File: src/inc/rcdfr_pkg.sv
// constants and types for the reset cause and debug forced reset block
`default_nettype none
package rcdfr_pkg;
  localparam int unsigned rcdfr_data_w = 8;
  // register select codes on the internal register port
  localparam logic [0:0] rcdfr_sel_flags = 1'h0;
  localparam logic [0:0] rcdfr_sel_force = 1'h1;
  // flag positions
  localparam int unsigned rcdfr_bit_por = 7;
  localparam int unsigned rcdfr_bit_pin = 6;
  localparam int unsigned rcdfr_bit_wdog = 5;
  localparam int unsigned rcdfr_bit_illegal_opcode_flag = 4;
  localparam int unsigned rcdfr_bit_illegal_address_flag = 3;
  localparam int unsigned rcdfr_bit_lvd = 1;
  localparam int unsigned rcdfr_bit_force = 0;
  localparam logic [7:0] rcdfr_flags_reset = 8'h00;
  localparam logic [7:0] rcdfr_force_read = 8'h00;
  // cycles the internal forced reset request is held
  localparam logic [3:0] rcdfr_force_hold = 4'h4;
  typedef enum logic [1:0] {rcdfr_run, rcdfr_in_reset, rcdfr_forcing} rcdfr_state_type;
endpackage
`default_nettype wire

File: src/inc/rcdfr_src_if.sv
// reset source bundle passed from the top to the cause latch
`default_nettype none
interface rcdfr_src_if;
  logic por;
  logic pin;
  logic wdog;
  logic illegal_opcode_flag;
  logic illegal_address_flag;
  logic low_voltage_trip_flag;
  logic entry;
  logic clear_all;
  logic [7:0] flags;
  modport top (output por, pin, wdog, illegal_opcode_flag, illegal_address_flag, low_voltage_trip_flag, entry, clear_all, input flags);
  modport latch (input por, pin, wdog, illegal_opcode_flag, illegal_address_flag, low_voltage_trip_flag, entry, clear_all, output flags);
endinterface
`default_nettype wire

File: src/design/rcdfr_top.sv
// reset cause register and debug forced reset control
// How it works
// - at each reset entry every flag whose source is active is set and all others cleared, unless a debug force write in the same cycle clears them all.
// - a reset forced by the debug host clears all cause flags.
// - any write to the cause register restarts the watchdog and leaves the flags alone.
// - power-on sets bit 7 and also the low-voltage bit 1.
// - an external pin reset sets bit 6.
// - a watchdog timeout sets bit 5, which cannot happen while the watchdog is disabled.
// - an illegal opcode, including disabled stop or background instructions, sets bit 4.
// - an access to an unimplemented address sets bit 3.
// - a low-voltage trip with its reset enabled resets the part and sets bit 1.
// - the force register is write-only with one bit and always reads zero.
// - user program writes to the force register are ignored; only debug writes count.
// - a debug write of one to bit 0 forces a complete reset, but only while no reset is in progress.
`default_nettype none
module rcdfr_top
  import rcdfr_pkg::*;
(
  input wire logic ref_clk,
  input wire logic rst_n,
  input wire logic por_active,
  input wire logic ext_reset_n,
  input wire logic watchdog_timeout,
  input wire logic watchdog_enable,
  input wire logic illegal_opcode,
  input wire logic stop_exec,
  input wire logic stop_mode_enable,
  input wire logic bgnd_exec,
  input wire logic background_mode_enable,
  input wire logic illegal_address,
  input wire logic low_voltage_trip,
  input wire logic low_voltage_reset_enable,
  input wire logic reg_wr,
  input wire logic reg_rd,
  input wire logic [0:0] reg_sel,
  input wire logic reg_from_debug,
  input wire logic [7:0] reg_wdata,
  output logic [7:0] reg_rdata,
  output logic watchdog_restart,
  output logic system_reset_req,
  output logic forced_reset
);
  // ------------------------------------------------------------
  // source qualification
  // ------------------------------------------------------------
  rcdfr_src_if src();
  rcdfr_state_type state;
  rcdfr_state_type next_state;
  logic [3:0] hold_cnt;
  logic [3:0] next_hold_cnt;
  logic [7:0] rdata;
  logic wd_restart;

  wire logic wdog_src = watchdog_timeout & watchdog_enable;
  wire logic illegal_opcode_flag_src = illegal_opcode | (stop_exec & ~stop_mode_enable) |
                        (bgnd_exec & ~background_mode_enable);
  wire logic lvd_src = low_voltage_trip & low_voltage_reset_enable;
  wire logic pin_src = ~ext_reset_n;
  wire logic any_src = por_active | pin_src | wdog_src | illegal_opcode_flag_src | illegal_address | lvd_src;
  wire logic wr_flags = reg_wr & (reg_sel == rcdfr_sel_flags);
  // user writes never reach the force bit
  wire logic wr_force = reg_wr & (reg_sel == rcdfr_sel_force) & reg_from_debug;
  wire logic force_go = wr_force & reg_wdata[rcdfr_bit_force] & (state == rcdfr_run);

  assign src.por = por_active;
  assign src.pin = pin_src;
  assign src.wdog = wdog_src;
  assign src.illegal_opcode_flag = illegal_opcode_flag_src;
  assign src.illegal_address_flag = illegal_address;
  assign src.low_voltage_trip_flag = lvd_src;
  // capture only on the run-to-reset transition
  assign src.entry = (state == rcdfr_run) & any_src;
  assign src.clear_all = force_go;

  rcdfr_cause_latch u_latch (
    .ref_clk(ref_clk),
    .rst_n(rst_n),
    .src(src)
  );

  // ------------------------------------------------------------
  // reset sequencing
  // ------------------------------------------------------------
  always_comb begin
    next_state = state;
    next_hold_cnt = hold_cnt;
    case (state)
      rcdfr_run: begin
        if (src.entry) begin
          next_state = rcdfr_in_reset;
        end else if (force_go) begin
          next_state = rcdfr_forcing;
          next_hold_cnt = rcdfr_force_hold;
        end
      end
      rcdfr_in_reset: begin
        // stay until every source has gone away
        if (!any_src) begin
          next_state = rcdfr_run;
        end
      end
      rcdfr_forcing: begin
        if (hold_cnt == 4'h1) begin
          next_state = rcdfr_run;
        end
        next_hold_cnt = hold_cnt - 4'h1;
      end
      default: begin
        next_state = rcdfr_run;
      end
    endcase
  end

  always_ff @(posedge ref_clk or negedge rst_n) begin
    if (!rst_n) begin
      state <= rcdfr_run;
      hold_cnt <= 4'h0;
    end else begin
      state <= next_state;
      hold_cnt <= next_hold_cnt;
    end
  end

  // ------------------------------------------------------------
  // register port
  // ------------------------------------------------------------
  wire logic [7:0] next_rdata = (reg_sel == rcdfr_sel_flags) ? src.flags :
                                rcdfr_force_read;

  always_ff @(posedge ref_clk or negedge rst_n) begin
    if (!rst_n) begin
      rdata <= 8'h00;
      wd_restart <= 1'b0;
    end else begin
      rdata <= reg_rd ? next_rdata : 8'h00;
      wd_restart <= wr_flags;
    end
  end

  assign reg_rdata = rdata;
  assign watchdog_restart = wd_restart;
  assign system_reset_req = (state != rcdfr_run);
  assign forced_reset = (state == rcdfr_forcing);
endmodule // rcdfr_top
`default_nettype wire

File: src/design/rcdfr_cause_latch.sv
// cause flag capture register
`default_nettype none
module rcdfr_cause_latch
  import rcdfr_pkg::*;
(
  input wire logic ref_clk,
  input wire logic rst_n,
  rcdfr_src_if.latch src
);
  logic [7:0] flags;
  wire logic [7:0] captured;
  wire logic [7:0] next_flags;

  assign captured = {src.por, src.pin, src.wdog, src.illegal_opcode_flag, src.illegal_address_flag, 1'b0,
                     src.low_voltage_trip_flag | src.por, 1'b0};
  // forced reset wins: the host asked for a clean slate
  assign next_flags = src.clear_all ? rcdfr_flags_reset :
                      src.entry ? captured : flags;

  always_ff @(posedge ref_clk or negedge rst_n) begin
    if (!rst_n) begin
      flags <= rcdfr_flags_reset;
    end else begin
      flags <= next_flags;
    end
  end

  assign src.flags = flags;
endmodule // rcdfr_cause_latch
`default_nettype wire

File: config.mk
export PLATFORM = sky130hd
export DESIGN_NAME = rcdfr_top
export DESIGN_NICKNAME = d
export VERILOG_FILES = /design/src/inc/rcdfr_pkg.sv /design/src/inc/rcdfr_src_if.sv /design/src/design/rcdfr_top.sv /design/src/design/rcdfr_cause_latch.sv
export SDC_FILE = /design/constraint.sdc
export NUM_CORES = 1
export LEC_CHECK = 0
export ABC_AREA = 1
export BUFFER_PORTS_ARGS = -buffer_cell sky130_fd_sc_hd__buf_2
export CORE_UTILIZATION = 40
export DETAILED_ROUTE_END_ITERATION = 8
export PLACE_DENSITY = 0.66
export SLEW_MARGIN = 20
export SYNTH_ARGS = -nofsm -noshare
export SYNTH_HDL_FRONTEND = slang
export SYNTH_SLANG_ARGS = --single-unit
File: constraint.sdc
create_clock -name ref_clk -period 1.4 [get_ports ref_clk]
set_input_delay 0.42 -clock ref_clk [delete_from_list [all_inputs] [get_ports ref_clk]]
set_output_delay 0.42 -clock ref_clk [all_outputs]
set_load 0.01 [all_outputs]
==> results_dict.tcl <==
set metrics [dict create \
    r2r-end "state[1]" \
    syn-instance-count 115 \
    drtIter0Drc 8 \
    synth.distinct_cells 22 \
    crit_path_end "system_reset_req" \
    dpl.hpwl_mm 1.36 \
    final_common_cell "buf_2" \
    p_per_area_mw_per_mm2 918 \
    cts-htree-levels 1 \
    violations "setup timing" \
    end_kind "output port" \
    ys_seq_area_frac 0.494 \
    p_leak_nw 0.666 \
    seqCellArea_um2 477 \
    grt_max_degree 20 \
    antenna_found_initial 0 \
    hold_class "input pin to async pin" \
    crit_path_top_delay_cell "dfrtp_1" \
    switching_power_w 0.000312 \
    place_inst 170 \
    internal_power_w 0.000799 \
    most-common-layout-cells "buf_2 (25), nand2_1 (23), inv_1 (18), nand3_1 (18), dfrtp_1 (18)" \
    antennaDiodeCount 0 \
    rows 17 \
    postRouteAntennaNets 0 \
    drt_wl_total_mm 1.78 \
    crit_required_ns 0.98 \
    setup_ws_ns -0.0568 \
    cp_max_fo 3 \
    num-nets-final 180 \
    drtPass1Iterations 2 \
    syn_avg_cell_area_um2 8.37 \
    track_usage 0.173 \
    ir_worst_vdd_uv 514 \
    yosys_register_bits 19 \
    hold_violations 0 \
    clk_path_buf_depth 2 \
    io_pins 37 \
    numCtsBuffers 3 \
    min_period_ns 1.46 \
    grt_pass1_vias 763 \
    area_growth_pct 25.7 \
    die_x_um 51.0 \
    synth_area_um2 962 \
    whs_ns 0.0278 \
    drc 0 \
    yosysWarningCount 0 \
    finalSetupViolCount 2 \
    critical_path.startpoint "state[1]" \
    status "complete, but fails checks" \
    worstPathCellList "nor2_4, inv_2, buf_6" \
    via_count 818 \
    dieArea_mm2 0.00261 \
    start_util 0.431 \
    final_area_mm2 0.00121 \
    critPathMaxStageDelay_ns 0.44 \
    post-place-ws_ns 0.0584 \
    clock_skew_ns 0.000890 \
    place_area_mm2 0.00113 \
    coreArea_mm2 0.00223 \
    drv_cap 0 \
    p_comb_frac 0.159 \
    rsz0062_at_grt "true" \
    fill_cells 224 \
    viasPerCell 4.57 \
    overflow 0 \
    drive_above_1_share 0.331 \
    clock_latency_ns 0.30 \
    die_h_um 51.0 \
    pwr-share-seq 0.583 \
    routabilityCongestion 0.846 \
    clk_transition_reported_paths_ns 0.11 \
    finalNonFillerCells 179 \
    clock_sinks 19 \
    critPathKind "flip-flop to output port" \
    arrival_ns 1.04 \
    io_buffers 27 \
    start_kind "flip-flop" \
    multiInputGateArea_um2 390 \
    grt_pass1_wl_mm 3.24 \
    r2r_setup_slack_ns 0.11 \
    cts_tree "built" \
    clock.fmax_ghz 0.686 \
    wire_per_inst_um 9.95 \
    final_max_slew_viol_count 0 \
    fin_setup_tns_ns -0.0636 \
    ctsRootBufferMaster "clkbuf_4" \
    clockPowerShare 0.257 \
    regToRegStartpoint "state[1]" \
    p_sw_frac 0.281 \
    period_share 1.04 \
    reg2reg_depth 8 \
    cts_hold_repair.buffers 0 \
]
==> worst max-delay path, delay by kind of cell, from the launching register on <==
family,cells,cell delay [ns]
buf+inv,2,0.16
flops,1,0.44
simple gates,1,0.14
==> sequential cells by signal, summed over array words and instances, names as in the netlist <==
register           cells
reg_rdata              6
u_latch.src.flags      6
hold_cnt               4
state                  2
watchdog_restart       1
==> how the worst min path moves through the flow <==
stage / endpoint / slack [ns] / startpoint / depth (start not counted)
final: u_latch.src.flags[7] / 0.03 / rst_n / 1
after floorplan: hold_cnt[0] / 0.12 / rst_n / 0
after CTS: u_latch.src.flags[7] / 0.04 / rst_n / 1
after global placement: u_latch.src.flags[7] / 0.38 / rst_n / 1
after detailed placement: u_latch.src.flags[7] / 0.38 / rst_n / 1
after global routing: u_latch.src.flags[7] / 0.04 / rst_n / 1
==> routing by layer <==
metal | vias up | GRT usage | share of wire
met3 | 4 | 0.0417 | 0.040
met1 | 367 | 0.213 | 0.46
met2 | 23 | 0.272 | 0.48
met5 | - | 0 | 0
met4 | 0 | 0.102 | 0.025
li1 | 424 | - | -
==> power by group through the flow <==
stage / clock [W] / sequential [W] / combinational (W)
3_5_place_dp: 0 / 0.000660 / 0.000176
6_report: 0.000286 / 0.000648 / 0.000177
4_1_cts: 0.000294 / 0.000648 / 0.000180
5_1_grt: 0.000326 / 0.000656 / 0.000211
3_3_place_gp: 0 / 0.000656 / 0.000171
2_1_floorplan: 0 / 0.000660 / 0.000105
==> what timing repair did <==
item / in CTS / in global routing
endpoints found under the setup margin: 2 / 2
pin swaps: 1 / 3
buffers inserted: 3 / 2
gates resized for setup: 3 / 0
==> cell type report <==
| type | instances | area share |
|---|---|---|
| clock buffer | 3 | 0.0186 |
| clock inverter | 1 | 0.00620 |
| inverter | 22 | 0.0703 |
| multi-input combinational | 73 | 0.323 |
| sequential | 19 | 0.394 |
| tap | 28 | 0.0290 |
| timing repair buffer | 33 | 0.159 |
==> through the flow <==
step           total power (W)   util
3_5_place_dp          0.000836  0.505
2_1_floorplan         0.000764      -
5_1_grt                0.00119  0.542
6_report               0.00111  0.542
3_3_place_gp          0.000827  0.505
4_1_cts                0.00112  0.535
==> synthesized netlist by cell type, drive strengths merged <==
| library cell | instances | area, µm² |
|---|---|---|
| nand2 | 25 | 104 |
| inv | 22 | 85.1 |
| dfrtp | 19 | 475 |
| nand3 | 18 | 90.1 |
| nor2 | 15 | 96.3 |
| a21oi | 2 | 10.0 |
| buf | 2 | 15.0 |
| ha | 2 | 25.0 |
| nand4 | 2 | 12.5 |
| o21ai | 2 | 10.0 |
| conb | 1 | 3.75 |
| nand3b | 1 | 7.51 |
| nor3 | 1 | 5.00 |
| o31ai | 1 | 7.51 |
| or2 | 1 | 6.26 |
| xnor2 | 1 | 8.76 |
==> cell families after synthesis <==
| kind of cell | synth area share |
|---|---|
| simple gates | 0.334 |
| buf+inv | 0.104 |
| flops | 0.494 |
| compound gates | 0.0286 |
| fa+ha+maj | 0.0260 |
| xor+xnor | 0.00910 |
| other cells | 0.00390 |
No activity file was read; power rests on OpenSTA's default activity.
